`src/design/t1pfd_pkg.sv`:
```
// Purpose: shared constants for the timer1 prescale, flags and dead-time block
// Assumes: 32-bit APB, registers in the low bits of aligned words
// Notes:   flag and mask registers share one bit layout
package t1pfd_pkg;
   // register byte addresses
   localparam logic [7:0] ADDR_CTRL     = 8'h00;
   localparam logic [7:0] ADDR_FLAGS    = 8'h04;
   localparam logic [7:0] ADDR_MASK     = 8'h08;
   localparam logic [7:0] ADDR_COUNT    = 8'h0C;
   localparam logic [7:0] ADDR_CMP_A    = 8'h10;
   localparam logic [7:0] ADDR_CMP_B    = 8'h14;
   localparam logic [7:0] ADDR_TOP      = 8'h18;
   localparam logic [7:0] ADDR_DT_PRE   = 8'h1C;
   localparam logic [7:0] ADDR_DT_VALUE = 8'h24;
   // control register fields
   localparam int CTRL_CS_LSB    = 0;
   localparam int CTRL_ASYNC_BIT = 4;
   localparam int CTRL_MODE_LSB  = 5;
   // flag / mask layout
   localparam int FLAG_CMP_A = 6;
   localparam int FLAG_CMP_B = 5;
   localparam int FLAG_OVF   = 2;
   localparam logic [7:0] FLAG_BITS = 8'h64;
   // dead-time nibbles
   localparam int DT_TRUE_LSB = 4;
   localparam int DT_INV_LSB  = 0;
   // values after reset, counter limits and divider width
   localparam logic [7:0] RST_CTRL     = 8'h00;
   localparam logic [7:0] RST_TOP      = 8'hFF;
   localparam logic [7:0] RST_CMP      = 8'h00;
   localparam logic [7:0] RST_DT_VALUE = 8'h00;
   localparam logic [1:0] RST_DT_PRE   = 2'h0;
   localparam logic [7:0] CNT_MAX      = 8'hFF;
   localparam logic [7:0] CNT_BOTTOM   = 8'h00;
   localparam int PRESCALE_W = 14;

   typedef enum logic [1:0] {
      T1PFD_NORMAL   = 2'b00,
      T1PFD_FAST_PWM = 2'b01,
      T1PFD_PFC_PWM  = 2'b10,
      T1PFD_RSVD     = 2'b11
   } t1pfd_mode_t;

   // low mask of a power-of-two divider: code n divides by 2**(n-1)
   function automatic logic [PRESCALE_W-1:0] t1pfd_div_mask(input logic [3:0] cs);
      logic [PRESCALE_W-1:0] m;
      m = '0;
      for (int i = 0; i < PRESCALE_W; i++) begin
         if (i + 1 < int'(cs)) begin
            m[i] = 1'b1;
         end
      end
      return m;
   endfunction

   // dead-time divider mask: codes 0..3 divide by 1, 2, 4, 8
   function automatic logic [2:0] t1pfd_dt_mask(input logic [1:0] ps);
      logic [2:0] m;
      m = 3'h0;
      for (int i = 0; i < 3; i++) begin
         if (i < int'(ps)) begin
            m[i] = 1'b1;
         end
      end
      return m;
   endfunction
endpackage

```
`src/design/t1pfd_deadtime.sv`:
```
// Purpose: dead-time generator for one complementary output pair
// Assumes: timer_tick_in is the timer clock as a one-cycle pulse
// Notes:   the falling output drops at once; only rising edges are delayed
`timescale 1ns/1ps
module t1pfd_deadtime (
   // clock and reset
   input  wire logic       mclk_in,
   input  wire logic       rst_in,
   // timing
   input  wire logic       timer_tick_in,
   input  wire logic [1:0] dead_prescale_in,
   input  wire logic [3:0] dead_time_true_output_in,
   input  wire logic [3:0] dead_time_inverted_output_in,
   // waveform
   input  wire logic       pwm_in,
   output logic            pair_true_out,
   output logic            pair_inv_out
);
   logic [2:0] pre;
   logic [2:0] pre_mask;
   logic       dt_tick;
   logic       level;
   logic [3:0] delay;
   logic       changed;

   assign pre_mask = t1pfd_pkg::t1pfd_dt_mask(dead_prescale_in);
   assign dt_tick  = timer_tick_in && ((pre & pre_mask) == pre_mask);
   assign changed  = pwm_in != level;

   always_ff @(posedge mclk_in or posedge rst_in) begin
      if (rst_in) begin
         pre <= 3'h0;
      end else if (timer_tick_in) begin
         pre <= pre + 3'h1;
      end
   end

   always_ff @(posedge mclk_in or posedge rst_in) begin
      if (rst_in) begin
         level         <= 1'b0;
         delay         <= 4'h0;
         pair_true_out <= 1'b0;
         pair_inv_out  <= 1'b0;
      end else if (changed) begin
         // both low while the rising side waits out its dead time
         level         <= pwm_in;
         delay         <= pwm_in ? dead_time_true_output_in : dead_time_inverted_output_in;
         pair_true_out <= 1'b0;
         pair_inv_out  <= 1'b0;
      end else if (delay != 4'h0) begin
         if (dt_tick) begin
            delay <= delay - 4'h1;
         end
      end else begin
         pair_true_out <= level;
         pair_inv_out  <= !level;
      end
   end

   property p_no_overlap;
      @(posedge mclk_in) disable iff (rst_in) !(pair_true_out && pair_inv_out);
   endproperty
   a_no_overlap: assert property (p_no_overlap) else $error("both outputs high");

   property p_zero_delay;
      @(posedge mclk_in) disable iff (rst_in)
         (changed && pwm_in && dead_time_true_output_in == 4'h0) ##1 pwm_in |=> pair_true_out;
   endproperty
   a_zero_delay: assert property (p_zero_delay) else $error("zero dead time not immediate");

   property p_undivided;
      @(posedge mclk_in) disable iff (rst_in) (dead_prescale_in == 2'h0) |-> (dt_tick == timer_tick_in);
   endproperty
   a_undivided: assert property (p_undivided) else $error("dead-time prescale 1x wrong");

   property p_delay_hold;
      @(posedge mclk_in) disable iff (rst_in)
         (!changed && delay != 4'h0 && !dt_tick) |=> (delay == $past(delay) || changed);
   endproperty
   a_delay_hold: assert property (p_delay_hold) else $error("dead time counted without tick");
endmodule

```
`src/design/t1pfd_prescaler.sv`:
```
// Purpose: clock select prescaler, one timer tick per selected source period
// Assumes: src_tick_in is a one-cycle pulse per source clock period
// Notes:   code zero stops the timer and holds the divider at zero
`timescale 1ns/1ps
module t1pfd_prescaler (
   // clock and reset
   input  wire logic       mclk_in,
   input  wire logic       rst_in,
   // control
   input  wire logic       src_tick_in,
   input  wire logic [3:0] clk_sel_in,
   // result
   output logic            timer_tick_out
);
   logic [t1pfd_pkg::PRESCALE_W-1:0] div;
   logic [t1pfd_pkg::PRESCALE_W-1:0] div_mask;

   assign div_mask = t1pfd_pkg::t1pfd_div_mask(clk_sel_in);
   assign timer_tick_out = src_tick_in && (clk_sel_in != 4'h0) && ((div & div_mask) == div_mask);

   always_ff @(posedge mclk_in or posedge rst_in) begin
      if (rst_in) begin
         div <= '0;
      end else if (clk_sel_in == 4'h0) begin
         div <= '0;
      end else if (src_tick_in) begin
         div <= div + 1'b1;
      end
   end

   property p_stop_no_tick;
      @(posedge mclk_in) disable iff (rst_in) (clk_sel_in == 4'h0) |-> !timer_tick_out;
   endproperty
   a_stop_no_tick: assert property (p_stop_no_tick) else $error("timer ticked while stopped");
endmodule

```
`src/design/t1pfd_top.sv`:
```
// Purpose: timer1 counter with clock select, compare and overflow flags, dead time
// Assumes: APB slave, zero wait states; fast peripheral clock arrives as a pin
// Notes:   flag clears by written one land one cycle after the write
`timescale 1ns/1ps
module t1pfd_top (
   // clock and reset
   input  wire logic        mclk_in,
   input  wire logic        rst_in,
   // apb slave
   input  wire logic        psel_in,
   input  wire logic        penable_in,
   input  wire logic        pwrite_in,
   input  wire logic [7:0]  paddr_in,
   input  wire logic [31:0] pwdata_in,
   output logic [31:0]      prdata_out,
   output logic             pready_out,
   output logic             pslverr_out,
   // core side
   input  wire logic        global_irq_enable_in,
   input  wire logic        ack_compare_a_in,
   input  wire logic        ack_compare_b_in,
   input  wire logic        ack_overflow_in,
   output logic             compare_a_irq_out,
   output logic             compare_b_irq_out,
   output logic             overflow_irq_out,
   output logic             irq_out,
   // pins
   input  wire logic        fast_periph_clk_in,
   output logic             compare_output_pair_true_out,
   output logic             compare_output_pair_inv_out
);
   // registers
   logic [7:0]  ctrl;
   logic [7:0]  flags;
   logic [7:0]  mask;
   logic [7:0]  compare_a_value;
   logic [7:0]  compare_b_value;
   logic [7:0]  top_value;
   logic [1:0]  dead_prescale;
   logic [7:0]  dead_time_value;
   logic [7:0]  clr_pend;
   // counter
   logic [7:0]  count;
   logic        count_down;
   // fast clock sampling
   logic        fpc_s1;
   logic        fpc_s2;
   logic        fpc_s3;
   logic        fast_tick;
   logic        src_tick;
   logic        timer_tick;
   // decode and events
   logic        apb_wr;
   logic        apb_setup;
   logic        mapped;
   logic [3:0]  clk_sel;
   t1pfd_pkg::t1pfd_mode_t mode;
   logic [7:0]  top_eff;
   logic        hit_a;
   logic        hit_b;
   logic        ovf_event;
   logic [7:0]  set_vec;
   logic [7:0]  ack_vec;
   logic [7:0]  next_flags;
   logic [7:0]  next_count;
   logic        next_down;
   logic [31:0] next_rdata;
   logic        pwm_raw;

   assign clk_sel = ctrl[t1pfd_pkg::CTRL_CS_LSB +: 4];
   assign mode    = t1pfd_pkg::t1pfd_mode_t'(ctrl[t1pfd_pkg::CTRL_MODE_LSB +: 2]);
   assign top_eff = (mode == t1pfd_pkg::T1PFD_NORMAL) ? t1pfd_pkg::CNT_MAX : top_value;

   // fast peripheral clock is foreign: two flops, then edge detect
   always_ff @(posedge mclk_in or posedge rst_in) begin
      if (rst_in) begin
         fpc_s1 <= 1'b0;
         fpc_s2 <= 1'b0;
         fpc_s3 <= 1'b0;
      end else begin
         fpc_s1 <= fast_periph_clk_in;
         fpc_s2 <= fpc_s1;
         fpc_s3 <= fpc_s2;
      end
   end
   assign fast_tick = fpc_s2 && !fpc_s3;
   // synchronous mode runs from the system clock itself
   assign src_tick  = ctrl[t1pfd_pkg::CTRL_ASYNC_BIT] ? fast_tick : 1'b1;

   t1pfd_prescaler i_t1pfd_prescaler (
      .mclk_in        (mclk_in),
      .rst_in         (rst_in),
      .src_tick_in    (src_tick),
      .clk_sel_in     (clk_sel),
      .timer_tick_out (timer_tick)
   );

   // apb decode
   assign apb_setup = psel_in && !penable_in;
   assign apb_wr    = psel_in && penable_in && pwrite_in;
   always_comb begin
      case (paddr_in)
         t1pfd_pkg::ADDR_CTRL,
         t1pfd_pkg::ADDR_FLAGS,
         t1pfd_pkg::ADDR_MASK,
         t1pfd_pkg::ADDR_COUNT,
         t1pfd_pkg::ADDR_CMP_A,
         t1pfd_pkg::ADDR_CMP_B,
         t1pfd_pkg::ADDR_TOP,
         t1pfd_pkg::ADDR_DT_PRE,
         t1pfd_pkg::ADDR_DT_VALUE: mapped = 1'b1;
         default:                  mapped = 1'b0;
      endcase
   end
   assign pready_out  = 1'b1;
   assign pslverr_out = psel_in && penable_in && !mapped;

   always_comb begin
      next_rdata = 32'h0000_0000;
      case (paddr_in)
         t1pfd_pkg::ADDR_CTRL:     next_rdata[7:0] = ctrl;
         t1pfd_pkg::ADDR_FLAGS:    next_rdata[7:0] = flags;
         t1pfd_pkg::ADDR_MASK:     next_rdata[7:0] = mask;
         t1pfd_pkg::ADDR_COUNT:    next_rdata[7:0] = count;
         t1pfd_pkg::ADDR_CMP_A:    next_rdata[7:0] = compare_a_value;
         t1pfd_pkg::ADDR_CMP_B:    next_rdata[7:0] = compare_b_value;
         t1pfd_pkg::ADDR_TOP:      next_rdata[7:0] = top_value;
         t1pfd_pkg::ADDR_DT_PRE:   next_rdata[1:0] = dead_prescale;
         t1pfd_pkg::ADDR_DT_VALUE: next_rdata[7:0] = dead_time_value;
         default:                  next_rdata = 32'h0000_0000;
      endcase
   end

   // read data captured in the setup cycle, shown in the access cycle
   always_ff @(posedge mclk_in or posedge rst_in) begin
      if (rst_in) begin
         prdata_out <= 32'h0000_0000;
      end else if (apb_setup && !pwrite_in) begin
         prdata_out <= next_rdata;
      end
   end

   // configuration registers
   always_ff @(posedge mclk_in or posedge rst_in) begin
      if (rst_in) begin
         ctrl            <= t1pfd_pkg::RST_CTRL;
         mask            <= 8'h00;
         compare_a_value <= t1pfd_pkg::RST_CMP;
         compare_b_value <= t1pfd_pkg::RST_CMP;
         top_value       <= t1pfd_pkg::RST_TOP;
         dead_prescale   <= t1pfd_pkg::RST_DT_PRE;
         dead_time_value <= t1pfd_pkg::RST_DT_VALUE;
      end else if (apb_wr) begin
         case (paddr_in)
            t1pfd_pkg::ADDR_CTRL:     ctrl            <= pwdata_in[7:0];
            t1pfd_pkg::ADDR_MASK:     mask            <= pwdata_in[7:0] & t1pfd_pkg::FLAG_BITS;
            t1pfd_pkg::ADDR_CMP_A:    compare_a_value <= pwdata_in[7:0];
            t1pfd_pkg::ADDR_CMP_B:    compare_b_value <= pwdata_in[7:0];
            t1pfd_pkg::ADDR_TOP:      top_value       <= pwdata_in[7:0];
            t1pfd_pkg::ADDR_DT_PRE:   dead_prescale   <= pwdata_in[1:0];
            t1pfd_pkg::ADDR_DT_VALUE: dead_time_value <= pwdata_in[7:0];
            default:                  ctrl            <= ctrl;
         endcase
      end
   end

   // counter sequence
   always_comb begin
      next_count = count;
      next_down  = count_down;
      ovf_event  = 1'b0;
      if (timer_tick) begin
         case (mode)
            t1pfd_pkg::T1PFD_PFC_PWM: begin
               if (!count_down) begin
                  if (count >= top_eff) begin
                     next_down  = 1'b1;
                     next_count = count - 8'h01;
                  end else begin
                     next_count = count + 8'h01;
                  end
               end else if (count == t1pfd_pkg::CNT_BOTTOM) begin
                  next_down  = 1'b0;
                  next_count = count + 8'h01;
               end else begin
                  next_count = count - 8'h01;
                  ovf_event  = (count == 8'h01);
               end
            end
            default: begin
               next_down = 1'b0;
               if (count == top_eff) begin
                  next_count = t1pfd_pkg::CNT_BOTTOM;
                  ovf_event  = 1'b1;
               end else begin
                  next_count = count + 8'h01;
               end
            end
         endcase
      end
   end

   always_ff @(posedge mclk_in or posedge rst_in) begin
      if (rst_in) begin
         count      <= t1pfd_pkg::CNT_BOTTOM;
         count_down <= 1'b0;
      end else begin
         count      <= next_count;
         count_down <= next_down;
      end
   end

   // flags: set wins over any clear in the same cycle
   assign hit_a = timer_tick && (count == compare_a_value);
   assign hit_b = timer_tick && (count == compare_b_value);
   always_comb begin
      set_vec = 8'h00;
      set_vec[t1pfd_pkg::FLAG_CMP_A] = hit_a;
      set_vec[t1pfd_pkg::FLAG_CMP_B] = hit_b;
      set_vec[t1pfd_pkg::FLAG_OVF]   = ovf_event;
      ack_vec = 8'h00;
      ack_vec[t1pfd_pkg::FLAG_CMP_A] = ack_compare_a_in;
      ack_vec[t1pfd_pkg::FLAG_CMP_B] = ack_compare_b_in;
      ack_vec[t1pfd_pkg::FLAG_OVF]   = ack_overflow_in;
      next_flags = ((flags & ~(clr_pend | ack_vec)) | set_vec) & t1pfd_pkg::FLAG_BITS;
   end

   // written ones wait one cycle before they clear
   always_ff @(posedge mclk_in or posedge rst_in) begin
      if (rst_in) begin
         clr_pend <= 8'h00;
      end else if (apb_wr && paddr_in == t1pfd_pkg::ADDR_FLAGS) begin
         clr_pend <= pwdata_in[7:0] & t1pfd_pkg::FLAG_BITS;
      end else begin
         clr_pend <= 8'h00;
      end
   end

   always_ff @(posedge mclk_in or posedge rst_in) begin
      if (rst_in) begin
         flags <= 8'h00;
      end else begin
         flags <= next_flags;
      end
   end

   // interrupt requests
   assign compare_a_irq_out = global_irq_enable_in && mask[t1pfd_pkg::FLAG_CMP_A] && flags[t1pfd_pkg::FLAG_CMP_A];
   assign compare_b_irq_out = global_irq_enable_in && mask[t1pfd_pkg::FLAG_CMP_B] && flags[t1pfd_pkg::FLAG_CMP_B];
   assign overflow_irq_out  = global_irq_enable_in && mask[t1pfd_pkg::FLAG_OVF] && flags[t1pfd_pkg::FLAG_OVF];
   // summary line ignores the global enable so polling software still sees it
   assign irq_out = |(flags & mask);

   // complementary pair driven from compare A
   assign pwm_raw = count < compare_a_value;

   t1pfd_deadtime i_t1pfd_deadtime (
      .mclk_in                      (mclk_in),
      .rst_in                       (rst_in),
      .timer_tick_in                (timer_tick),
      .dead_prescale_in             (dead_prescale),
      .dead_time_true_output_in     (dead_time_value[t1pfd_pkg::DT_TRUE_LSB +: 4]),
      .dead_time_inverted_output_in (dead_time_value[t1pfd_pkg::DT_INV_LSB +: 4]),
      .pwm_in                       (pwm_raw),
      .pair_true_out                (compare_output_pair_true_out),
      .pair_inv_out                 (compare_output_pair_inv_out)
   );

   // checks
   property p_sync_full_rate;
      @(posedge mclk_in) disable iff (rst_in)
         (clk_sel == 4'h1 && !ctrl[t1pfd_pkg::CTRL_ASYNC_BIT]) |-> timer_tick;
   endproperty
   a_sync_full_rate: assert property (p_sync_full_rate) else $error("undivided clock not every cycle");

   property p_clear_a;
      @(posedge mclk_in) disable iff (rst_in)
         (apb_wr && paddr_in == t1pfd_pkg::ADDR_FLAGS && pwdata_in[t1pfd_pkg::FLAG_CMP_A])
         ##1 !hit_a |=> !flags[t1pfd_pkg::FLAG_CMP_A];
   endproperty
   a_clear_a: assert property (p_clear_a) else $error("compare A flag not cleared");

   property p_irq_a;
      @(posedge mclk_in) disable iff (rst_in)
         (global_irq_enable_in && mask[t1pfd_pkg::FLAG_CMP_A] && flags[t1pfd_pkg::FLAG_CMP_A]) |-> irq_out;
   endproperty
   a_irq_a: assert property (p_irq_a) else $error("compare A request missing");

   property p_set_b;
      @(posedge mclk_in) disable iff (rst_in) hit_b |=> flags[t1pfd_pkg::FLAG_CMP_B];
   endproperty
   a_set_b: assert property (p_set_b) else $error("compare B flag not set");

   property p_ack_b;
      @(posedge mclk_in) disable iff (rst_in)
         (ack_compare_b_in && !hit_b) |=> !flags[t1pfd_pkg::FLAG_CMP_B];
   endproperty
   a_ack_b: assert property (p_ack_b) else $error("compare B flag survived vector");

   property p_irq_b_gated;
      @(posedge mclk_in) disable iff (rst_in) !global_irq_enable_in |-> !compare_b_irq_out;
   endproperty
   a_irq_b_gated: assert property (p_irq_b_gated) else $error("compare B request without enable");

   property p_ovf_wrap;
      @(posedge mclk_in) disable iff (rst_in)
         (timer_tick && mode != t1pfd_pkg::T1PFD_PFC_PWM && count == top_eff)
         |=> (count == t1pfd_pkg::CNT_BOTTOM && flags[t1pfd_pkg::FLAG_OVF]);
   endproperty
   a_ovf_wrap: assert property (p_ovf_wrap) else $error("overflow at top missing");

   property p_ovf_bottom;
      @(posedge mclk_in) disable iff (rst_in)
         (timer_tick && mode == t1pfd_pkg::T1PFD_PFC_PWM && count_down && count == 8'h01)
         |=> (count == t1pfd_pkg::CNT_BOTTOM && flags[t1pfd_pkg::FLAG_OVF]);
   endproperty
   a_ovf_bottom: assert property (p_ovf_bottom) else $error("overflow at bottom missing");

   property p_clear_ovf_late;
      @(posedge mclk_in) disable iff (rst_in)
         (apb_wr && paddr_in == t1pfd_pkg::ADDR_FLAGS && pwdata_in[t1pfd_pkg::FLAG_OVF]
          && flags[t1pfd_pkg::FLAG_OVF] && !ack_overflow_in && !clr_pend[t1pfd_pkg::FLAG_OVF])
         |=> flags[t1pfd_pkg::FLAG_OVF];
   endproperty
   a_clear_ovf_late: assert property (p_clear_ovf_late) else $error("overflow cleared too early");

   property p_irq_ovf;
      @(posedge mclk_in) disable iff (rst_in)
         overflow_irq_out |-> (flags[t1pfd_pkg::FLAG_OVF] && mask[t1pfd_pkg::FLAG_OVF]);
   endproperty
   a_irq_ovf: assert property (p_irq_ovf) else $error("overflow request without cause");

   property p_dt_write;
      @(posedge mclk_in) disable iff (rst_in)
         (apb_wr && paddr_in == t1pfd_pkg::ADDR_DT_VALUE) |=> dead_time_value == $past(pwdata_in[7:0]);
   endproperty
   a_dt_write: assert property (p_dt_write) else $error("dead-time register not written");

   property p_write_zero;
      @(posedge mclk_in) disable iff (rst_in)
         (apb_wr && paddr_in == t1pfd_pkg::ADDR_FLAGS && !pwdata_in[t1pfd_pkg::FLAG_CMP_B]
          && flags[t1pfd_pkg::FLAG_CMP_B] && !clr_pend[t1pfd_pkg::FLAG_CMP_B] && !ack_compare_b_in)
         ##1 !ack_compare_b_in |=> flags[t1pfd_pkg::FLAG_CMP_B];
   endproperty
   a_write_zero: assert property (p_write_zero) else $error("flag cleared by written zero");

   c_ovf_irq: cover property (@(posedge mclk_in) disable iff (rst_in) overflow_irq_out);
   c_pfc_turn: cover property (@(posedge mclk_in) disable iff (rst_in) $rose(count_down));
   c_set_clear_race: cover property (@(posedge mclk_in) disable iff (rst_in) |(set_vec & clr_pend));
   c_pair_rise: cover property (@(posedge mclk_in) disable iff (rst_in) $rose(compare_output_pair_true_out));
endmodule

```
`config.mk`:
```
export PLATFORM = sky130hd
export DESIGN_NAME = t1pfd_top
export DESIGN_NICKNAME = d
export VERILOG_FILES = /design/src/design/t1pfd_pkg.sv /design/src/design/t1pfd_deadtime.sv /design/src/design/t1pfd_prescaler.sv /design/src/design/t1pfd_top.sv
export SDC_FILE = /design/constraint.sdc
export NUM_CORES = 1
export LEC_CHECK = 0
export BUFFER_PORTS_ARGS = -buffer_cell sky130_fd_sc_hd__buf_4
export CORE_MARGIN = 5
export CORE_UTILIZATION = 60
export CTS_CLUSTER_SIZE = 16
export DETAILED_ROUTE_END_ITERATION = 10
export PLACE_DENSITY_LB_ADDON = 0.25
export SYNTH_ARGS = -nofsm -noshare
export SYNTH_HDL_FRONTEND = slang
export SYNTH_SLANG_ARGS = --single-unit
```
`constraint.sdc`:
```
create_clock -name mclk_in -period 7.2 [get_ports mclk_in]
set_input_delay 0.36 -clock mclk_in [delete_from_list [all_inputs] [get_ports mclk_in]]
set_output_delay 0.36 -clock mclk_in [all_outputs]
set_load 0.1 [all_outputs]
```
==> impl_results.md, run 1 <==
- Initial antenna violation count: 0
- Reg power frac: 42.3%
- Status: finished, final reports clean
- First-pass GRT wire length: 22600 um
- R2r worst-path depth: 10
- Sequential fraction of the synthesis area: 42.3%
- Worst-Skew Late Latency: between 0.3 and 0.4 ns
- # Post-CTS Setup Buffers: 0
- Max-cap violations: 0
- R2R Setup Slk: 4.20 ns
- Yosys warning total: 0
- Sw Share: between 30% and 40%
- Crit share post-route: 41.7%
- WL/cell: between 15 and 20 um
- Area of the mapped netlist: 5650 um2
- Switching power total: 577 uW
- CTS Buf Count: 9
- Layout cells sized above 1: 21.8%
- CTS H-tree depth: 3
- Chip Width: 107 um
- Port bufs: 40
- Max-slew violation count: 0
- Register bit count reported by yosys: 95
- Synthesized instance count: 567
- Internal power: 890 uW
- Worst r2r src: ctrl[6]$_DFFE_PP0P_
- Nets: between 600 and 700
- Maximum fanout along the worst path: 8
- Via count: 4561
- Yosys cell types: 62
- Worst Setup End Kind: register
- Design Power: ~1500 uW
- Total gr overflow: 0
- Die Ht: approximately 110 um
- Leakage Power: 0.00286 uW
- VDD IR-drop max: 0.000140 V
- Final Hold Violating Endpoints: 0
- # IOs: 90
- Async SR Flop Fraction: 100%
- Initial Util: between 60% and 70%
- Cts repair resizes: 0
- Vias in the first global route: 4555
- Final ANT Viol Nets: 0
- Hold_buf cts: 0
- Crit Path Class: register to register
- Reg2reg end: count[4]$_DFFE_PP0P_
- Number of iterations in the first detailed-routing pass: 9
- Core Area: 9200 um2
- Post-synth EDFFs: 0
- Routed wire length: 13900 um
- Clock sinks: 95
- # DRC: 0
- Hold/Removal Path Class: input port to asynchronous set/reset pin
- Syn Area/Cell: 9.96 um2
- DR iter-0 viols: 446
- Via/cell ratio: between 6 and 7
- Critical Path AT: 3.30 ns
- Root buffer cell: clkbuf_8
- Largest net degree at the start of global routing: 64
- Final setup fails: 0
- CTS tree: yes
- Rel. slew slack: 18.0%
- Setup TNS: 0 ns
- Comb power frac: 32.7%
- Clk buf depth: 2
- Power share of the clock group: 25.0%
- Required @ worst endpoint: 7.50 ns
- Row cnt: 35
- Startpoint types: register
- Power per Cell Area: 240 nW/um2
- Area Overhead vs Synth: 8.31%
- Main synth FF type: dfrtp_1
- Antenna Cells: 0
- Max Clock Skew: 0.0130 ns
- Worst-margin pin slew: between 1 and 1.5 ns
- Clock Pin Slew Worst Setup and Hold Paths: 0.10 ns
- GP Congestion: 0.961
- Final min period: approximately 3 ns
- Post-detailed-placement half-perimeter wirelength: 10000 um
- Global Route Usage Sum: 25.1%
- Fmax: ~330 MHz
- RSZ-0062 raised after global routing: false
- Die area: 11400 um2
- Smallest hold slack: 0.0250 ns
- Final Util: 66.5%
==> stage by stage <==
step	area, um2	instances	setup slack [ns]
detailed placement	5910	697	4.25
global route	6110	713	3.98
CTS	6110	713	4.22
floorplan	5730	590	4.38
global placement	5910	697	4.30
finish	6110	713	4.20
==> layer usage <==
metal	vias up	global-route usage (%)	wire [um]	part of all wire, %
li1	2057	-	-	-
met1	2245	32.2	5650	41
met2	218	42.5	6800	49
met3	41	3.91	1010	7.3
met4	0	10.2	439	3.2
met5	-	0	0	0
==> cell type report <==
type / instances / area (um2)
clock buffers: 10 / 128
fillers: 730 / 3080
repair buffers: 43 / 323
flip-flops and latches: 95 / 2390
multi-input cells: 424 / 2970
well taps: 111 / 139
clock inverters: 6 / 77.6
inverters: 24 / 91.3
==> Yosys cell counts (4+ instances only) <==
cell type | instances | share of area, %
dfrtp_1 | 87 | 39
nor2_1 | 54 | 3.6
mux2_2 | 47 | 9.4
nand2_1 | 44 | 2.9
buf_4 | 26 | 3.5
ha_1 | 25 | 5.5
inv_1 | 23 | 1.5
a21oi_1 | 20 | 1.8
nor3_1 | 19 | 1.7
nand3_1 | 17 | 1.5
o21ai_0 | 17 | 1.5
xor2_1 | 15 | 2.3
clkbuf_1 | 13 | 0.86
mux2i_1 | 12 | 2.1
a31oi_1 | 10 | 1.1
xnor2_1 | 10 | 1.6
a221oi_1 | 9 | 1.4
dfstp_2 | 8 | 3.7
or3_1 | 8 | 0.89
a222oi_1 | 7 | 1.2
and3_1 | 7 | 0.78
nor2b_1 | 7 | 0.78
buf_2 | 6 | 0.53
nand4_1 | 6 | 0.66
and2_1 | 4 | 0.44
o21a_1 | 4 | 0.53
==> logic make-up after synthesis <==
family,share of synthesized area (%)
AO/OA/AOI/OAI,13.4
other,0.133
buffers and inverters,6.85
flip-flops,42.3
adder cells (fa/ha/maj),5.54
multiplexers,11.9
AND/OR/NAND/NOR,16.0
XOR/XNOR,3.88
==> sequential cells by signal, indices dropped and copies added, names as in the netlist, 4 cells and up <==
register                flops
top_value                   8
ctrl                        8
count                       8
i_t1pfd_deadtime.delay      4
compare_a_value             8
i_t1pfd_prescaler.div      14
dead_time_value             8
prdata_out                  8
compare_b_value             8
==> worst max-delay path: stages, from the launching register on <==
cell and delay (ns):
dfrtp_1 0.45, nor2_1 0.42, or2_2 0.19, ha_1 0.23, nand2b_1 0.16, a2111oi_2 0.40, o311ai_1 0.26, a21oi_2 0.38
a41o_1 0.23, a21oi_1 0.06, a21oi_1 0.14
==> power by group through the flow <==
stage               Combinational, uW  Clock [uW]  Sequential, uW
finish                            479         367             621
global route                      516         395             625
CTS                               481         371             619
detailed placement                476           0             629
global placement                  458           0             626
floorplan                         302           0             693
==> cells in the final DEF, fill, tap and decap left out, drive strengths merged, types with 10 or more instances in the layout <==
master,instances
dfrtp,87
nor2,54
mux2,47
nand2,44
buf,43
ha,25
conb,25
inv,25
a21oi,21
nor3,21
o21ai,19
nand3,17
xor2,15
mux2i,12
a31oi,10
xnor2,10
clkbuf,10
==> worst max-delay path by stage <==
stage,from,endpoint,slack [ns],cells after the start
after global placement,ctrl[6]$_DFFE_PP0P_,count[5]$_DFFE_PP0P_,4.30,10
after global routing,ctrl[6]$_DFFE_PP0P_,count[4]$_DFFE_PP0P_,3.98,10
after floorplan,rst_in,clr_pend[2]$_DFF_PP0_,4.38,1
after CTS,ctrl[6]$_DFFE_PP0P_,count[4]$_DFFE_PP0P_,4.22,10
final,ctrl[6]$_DFFE_PP0P_,count[4]$_DFFE_PP0P_,4.20,10
after detailed placement,ctrl[6]$_DFFE_PP0P_,count[3]$_DFFE_PP0P_,4.25,9
Power figures use the tool's default switching activity.
==> run 2, diff against run 1 <==
- CORE_UTILIZATION: 60 -> 52
- clock period: 7.2 -> 2.7 ns (I/O delays scaled with it)
==> impl_results.md, run 2 (synthesis gave the netlist of run 1 again) <==
- CP peak stage delay: 0.38 ns (-0.07 ns)
- Final setup fails: 0 (unchanged)
- RSZ-0062 raised after global routing: false
- Leakage Power: 0.00304 uW (+6.6%)
- Smallest hold slack: 0.0301 ns (+0.00516 ns)
- Max-slew violation count: 0 (unchanged)
- Rel. slew slack: 58.8% (+41 points)
- CP max stage cell: dfrtp_1
- Most common cell after layout, fill and taps aside: dfrtp_1
- WL/cell: 18.3 um (-5.9%)
- Crit Path Class: register to register
- Crit path buf inv count: 0 (unchanged)
- Clock Pin Slew Worst Setup and Hold Paths: 0.10 ns (about the same)
- Chip Width: 114 um (+6.7%)
- Vias in the first global route: 4332 (-4.9%)
- Post-detailed-placement half-perimeter wirelength: 10600 um (+5.7%)
- Largest net degree at the start of global routing: 50 (-22%)
- Via count: 4467 (-2.1%)
- Total gr overflow: 0 (unchanged)
- CP top delay family: compound AO/OA/AOI/OAI gates
- Fin cells: 767 (+7.6%)
- Layout cells sized above 1: 25.7% (+3.9 points)
- Root buffer cell: clkbuf_8
- Via/cell ratio: 5.82 (-9.0%)
- # IOs: 90 (unchanged)
- Initial Util: 52.5% (-8.8 points)
- Core Area: 10700 um2 (+17%)
- Final Hold Violating Endpoints: 0 (unchanged)
- Final min period: 2.59 ns (-0.411 ns)
- Worst Slack Setup Final: 0.110 ns (-4.09 ns)
- Nets: 697 (+3.7%)
- Port bufs: 40 (unchanged)
- Design Power: 4000 uW (+170%)
- First-pass GRT wire length: 22700 um (+0.24%)
- Dpl cells: 749 (+7.5%)
- DR iter-0 viols: 331 (-26%)
- Hold/Removal Path Class: input port to register
- Number of iterations in the first detailed-routing pass: 6 (-3)
- Power per Cell Area: 624 nW/um2 (+160%)
- Die Ht: 114 um (+6.7%)
- Top reg by flops: i_t1pfd_prescaler.div
- R2R Setup Slk: 0.11 ns (-4.09 ns)
- Die area: 13000 um2 (+14%)
- Worst-margin pin slew: 0.618 ns (-0.606 ns)
- Routed wire length: 14100 um (+1.2%)
- Row cnt: 38 (+8.6%)
- Final ANT Viol Nets: 0 (unchanged)
- Initial antenna violation count: 0 (unchanged)
- Required @ worst endpoint: 2.97 ns (-4.53 ns)
- Crit share post-route: 95.9% (+54 points)
- VDD IR-drop max: 0.000395 V (+180%)
- CTS tree: yes
- Clk buf depth: 2 (unchanged)
- CTS H-tree depth: 3 (unchanged)
- # DRC: 0 (unchanged)
- Clock sinks: 95 (unchanged)
- Fmax: 386 MHz (+16%)
- Most frequent cells in the layout: dfrtp_1 (87), buf_4 (66), nor2_1 (52)
- Antenna Cells: 0 (unchanged)
- Status: finished, final reports clean
- Startpoint types: register
- Max Clock Skew: 0.0135 ns (+0.000529 ns)
- Maximum fanout along the worst path: 3 (-5)
- Area Overhead vs Synth: 13.6%
- Max-cap violations: 0 (unchanged)
- Post-DP Area: 6120 um2 (+3.6%)
- CTS Buf Count: 9 (unchanged)
- Place WS: 0.00922 ns (-4.25 ns)
- Global Route Usage Sum: 22.2% (-2.9 points)
- # Post-CTS Setup Buffers: 0 (unchanged)
- Final Cell Area: 6410 um2 (+4.9%)
- Crit-path cells: nor2_2 > or2_2 > ha_1 > nand2b_1 > a2111oi_4 > o311ai_4 > nand2_1 > mux2i_1 > a211o_1 > a22o_1
- Worst-Skew Late Latency: 0.37 ns (about the same)
- Worst Setup End Kind: register
- Critical Path AT: 2.86 ns (-0.44 ns)
- Max reg flops: 14 (unchanged)
- GP Congestion: 0.915 (-4.8%)
## run 2: changes by cell type in the layout (fill, tap and decap cells not counted), moves of 2 or more
cell,change
dlygate4sd3_1,+2
buf_4,+23
nor2_1,-2
inv_6,+2
## run 2: cell type report
| class | count | area, um2 |
|---|---|---|
| inverter | 24 | 92.6 |
| tap | 140 | 175 |
| sequential | 95 | 2390 |
| clock inverter | 6 | 72.6 |
| fill | 919 | 4330 |
| multi-input combinational | 424 | 3030 |
| timing repair buffer | 68 | 515 |
| clock buffer | 10 | 138 |
## run 2: stage by stage
step           utilization (%)   TNS (ns)
2_1_floorplan                -          0
3_3_place_gp              57.0          0
3_5_place_dp              57.0          0
4_1_cts                   59.1  -0.000875
5_1_grt                   59.7          0
6_report                  59.7          0
## run 2: routing by layer
layer / routed length [um] / track usage [%] / vias to the layer above
met1: 6310 / 30.8 / 2205
met2: 6710 / 35.6 / 141
met5: 0 / 0 / -
met4: 232 / 6.97 / 0
met3: 816 / 3.96 / 19
li1: - / - / 2102
## run 2: power by group
| group | internal (uW) | switching, uW |
|---|---|---|
| Clock | 467 | 528 |
| Combinational | 455 | 925 |
| Sequential | 1530 | 94.3 |
| Total | 2450 | 1550 |
## run 2: what timing repair did
| item | CTS | global route |
|---|---|---|
| cloned | 0 | 0 |
| endpoints found under the setup margin | 2 | 7 |
| hold buffers | 2 | 0 |
| pin swaps | 1 | 4 |
| resized for setup | 0 | 10 |
| endpoints found under the hold margin | 44 | 0 |
## run 2: worst paths after layout
check                      cells past startpoint                              to           startpoint
setup / recovery                              10            count[5]$_DFFE_PP0P_  ctrl[5]$_DFFE_PP0P_
hold / removal                                 2  compare_a_value[4]$_DFFE_PP0P_         pwdata_in[4]
setup reg to reg                              10            count[5]$_DFFE_PP0P_  ctrl[5]$_DFFE_PP0P_
hold reg to reg                                0                fpc_s2$_DFF_PP0_     fpc_s1$_DFF_PP0_
max in group asynchronous                      4        top_value[2]$_DFFE_PP1P_               rst_in
min in group asynchronous                      3  compare_b_value[7]$_DFFE_PP0P_               rst_in
## run 2: worst register-to-register path: cells and delay by family, from the launching register on
kind	cells	cell delay, ns
compound gates	4	1.09
fa+ha+maj	1	0.30
flops	1	0.38
mux	1	0.09
simple gates	4	0.64
==> run 3, diff against run 2 <==
- BUFFER_PORTS_ARGS: -buffer_cell sky130_fd_sc_hd__buf_4 -> unset
- CORE_UTILIZATION: 52 -> 58
- DONT_BUFFER_PORTS: unset -> 1
==> impl_results.md, run 3 (synthesis gave the netlist of run 1 again) <==
- Status: finished, final reports clean
- CTS tree: yes
- Antenna Cells: 0 (unchanged)
- Max Clock Skew: 0.0153 ns (+0.00182 ns)
- Leakage Power: 0.00288 uW (-5.4%)
- Die area: 11800 um2 (-9.5%)
- Vias in the first global route: 4434 (+2.4%)
- Worst-margin pin slew: 0.982 ns (+0.364 ns)
- Most frequent cells in the layout: dfrtp_1 (86), nor2_1 (52), mux2_2 (47)
- WL/cell: 18.3 um (-0.27%)
- Clk buf depth: 2 (unchanged)
- Root buffer cell: clkbuf_8
- Power share of the clock group: 28.1% (+3.2 points)
- # IOs: 90 (unchanged)
- GP Congestion: 0.878 (-4.1%)
- Layout cells sized above 1: 20.7% (-4.9 points)
- Largest net degree at the start of global routing: 51 (+2.0%)
- Max-slew violation count: 0 (unchanged)
- Reg power frac: 42.2% (+1.6 points)
- Final ANT Viol Nets: 0 (unchanged)
- Final Cell Area: 6260 um2 (-2.4%)
- Fin cells: 736 (-4.0%)
- Number of iterations in the first detailed-routing pass: 7 (+1)
- DR iter-0 viols: 406 (+23%)
- Crit share post-route: 94.2% (-1.7 points)
- Dpl cells: 706 (-5.7%)
- First-pass GRT wire length: 22500 um (-0.97%)
- Filler instances: 781 (-15%)
- Maximum fanout along the worst path: 3 (unchanged)
- Worst-Skew Late Latency: 0.37 ns (about the same)
- Rel. slew slack: 34.8% (-24 points)
- Final min period: 2.54 ns (-0.0463 ns)
- Via/cell ratio: 5.95 (+2.2%)
- Top reg by flops: i_t1pfd_prescaler.div
- Sw Share: 36.7% (-2.0 points)
- Place WS: 0.0417 ns (+0.0325 ns)
- Area Overhead vs Synth: 10.9%
- Clock Pin Slew Worst Setup and Hold Paths: 0.09 ns (about the same)
- Internal power: 2560 uW (+4.4%)
- Row cnt: 36 (-5.3%)
- Post-DP Area: 5850 um2 (-4.4%)
- Nets: 673 (-3.4%)
- Routed wire length: 13500 um (-4.3%)
- Worst Setup End Kind: register
- Max reg flops: 14 (unchanged)
- VDD IR-drop max: 0.000605 V (+53%)
- CTS Buf Count: 9 (unchanged)
- Clock sinks: 95 (unchanged)
- Most common cell after layout, fill and taps aside: dfrtp_1
- Comb power frac: 29.6% (-4.9 points)
- Fmax: 393 MHz (+1.8%)
- Initial Util: 58.6% (+6.0 points)
- Post-detailed-placement half-perimeter wirelength: 9910 um (-6.4%)
- Startpoint types: register
- CTS H-tree depth: 3 (unchanged)
- Port bufs: 0 (-100%)
- Chip Width: 109 um (-4.8%)
- Power per Cell Area: 646 nW/um2 (+3.6%)
- Hold/Removal Path Class: input port to register
- Crit Path Class: register to register
- Critical Path AT: 2.81 ns (-0.05 ns)
- Final setup fails: 0 (unchanged)
- Max-cap violations: 0 (unchanged)
- Initial antenna violation count: 0 (unchanged)
- Required @ worst endpoint: 2.96 ns (about the same)
- Total gr overflow: 0 (unchanged)
- Smallest hold slack: 0.0399 ns (+0.00979 ns)
- Final Hold Violating Endpoints: 0 (unchanged)
- Worst Slack Setup Final: 0.156 ns (+0.0463 ns)
- Via count: 4379 (-2.0%)
- Global Route Usage Sum: 24.5% (+2.2 points)
- Core Area: 9640 um2 (-10%)
- Die Ht: 109 um (-4.8%)
- # DRC: 0 (unchanged)
- Switching power total: 1480 uW (-4.2%)
run 3: power by group through the flow:
stage | clock network, uW | logic (uW) | registers, uW
6_report | 1140 | 1200 | 1710
5_1_grt | 1210 | 1310 | 1720
4_1_cts | 1150 | 1180 | 1710
3_5_place_dp | 0 | 1150 | 1730
3_3_place_gp | 0 | 1120 | 1730
2_1_floorplan | 0 | 804 | 1850
run 3: critical path, stage by stage (launching register included):
cell	delay (ns)
dfrtp_1	0.36
nor2_2	0.06
or2_2	0.27
ha_1	0.30
nand2b_1	0.19
a2111oi_4	0.35
o311ai_2	0.19
nand2_1	0.12
mux2i_1	0.08
a211o_1	0.30
a22o_1	0.22
run 3: layer usage:
metal  wire, um  track usage [%]  up-vias
met4        164             7.03        0
met5          0                0        -
met3        847             4.32       13
met2       6480             40.5      145
met1       5970             33.2     2168
li1           -                -     2053
run 3: path summary, 6_finish.rpt:
check / start / end / slack [ns] / cells past startpoint
min in group asynchronous: rst_in / compare_b_value[1]$_DFFE_PP0P_ / 0.33 / 2
worst max register to register: ctrl[6]$_DFFE_PP0P_ / count[5]$_DFFE_PP0P_ / 0.16 / 10
worst max-delay path: ctrl[6]$_DFFE_PP0P_ / count[5]$_DFFE_PP0P_ / 0.16 / 10
worst min register to register: fpc_s1$_DFF_PP0_ / fpc_s2$_DFF_PP0_ / 0.37 / 0
worst min-delay path: ack_compare_b_in / flags[5]$_DFF_PP0_ / 0.04 / 2
max in group asynchronous: rst_in / top_value[3]$_DFFE_PP1P_ / 1.67 / 3
run 3: final cells by class:
cell class,count,area (um2),share of cell area (%)
clock inverters,6,115,1.84
repair buffers,44,373,5.96
well taps,133,166,2.66
inverters,24,92.6,1.48
clock buffers,10,128,2.04
multi-input cells,424,3000,47.9
flip-flops and latches,95,2390,38.2
run 3: stage by stage:
stage	setup TNS [ns]	utilization [%]	total power [uW]
after floorplan	0	-	2650
after global placement	0	60.7	2850
after detailed placement	0	60.7	2890
after CTS	0	64.5	4030
after global routing	-0.0191	64.9	4240
final	0	64.9	4040
run 3: repair_timing:
action	CTS	global route
hold buffers	12	0
setup buffers	0	2
hold endpoints to repair	92	0
setup endpoints to repair	0	9
gates resized for setup	0	6
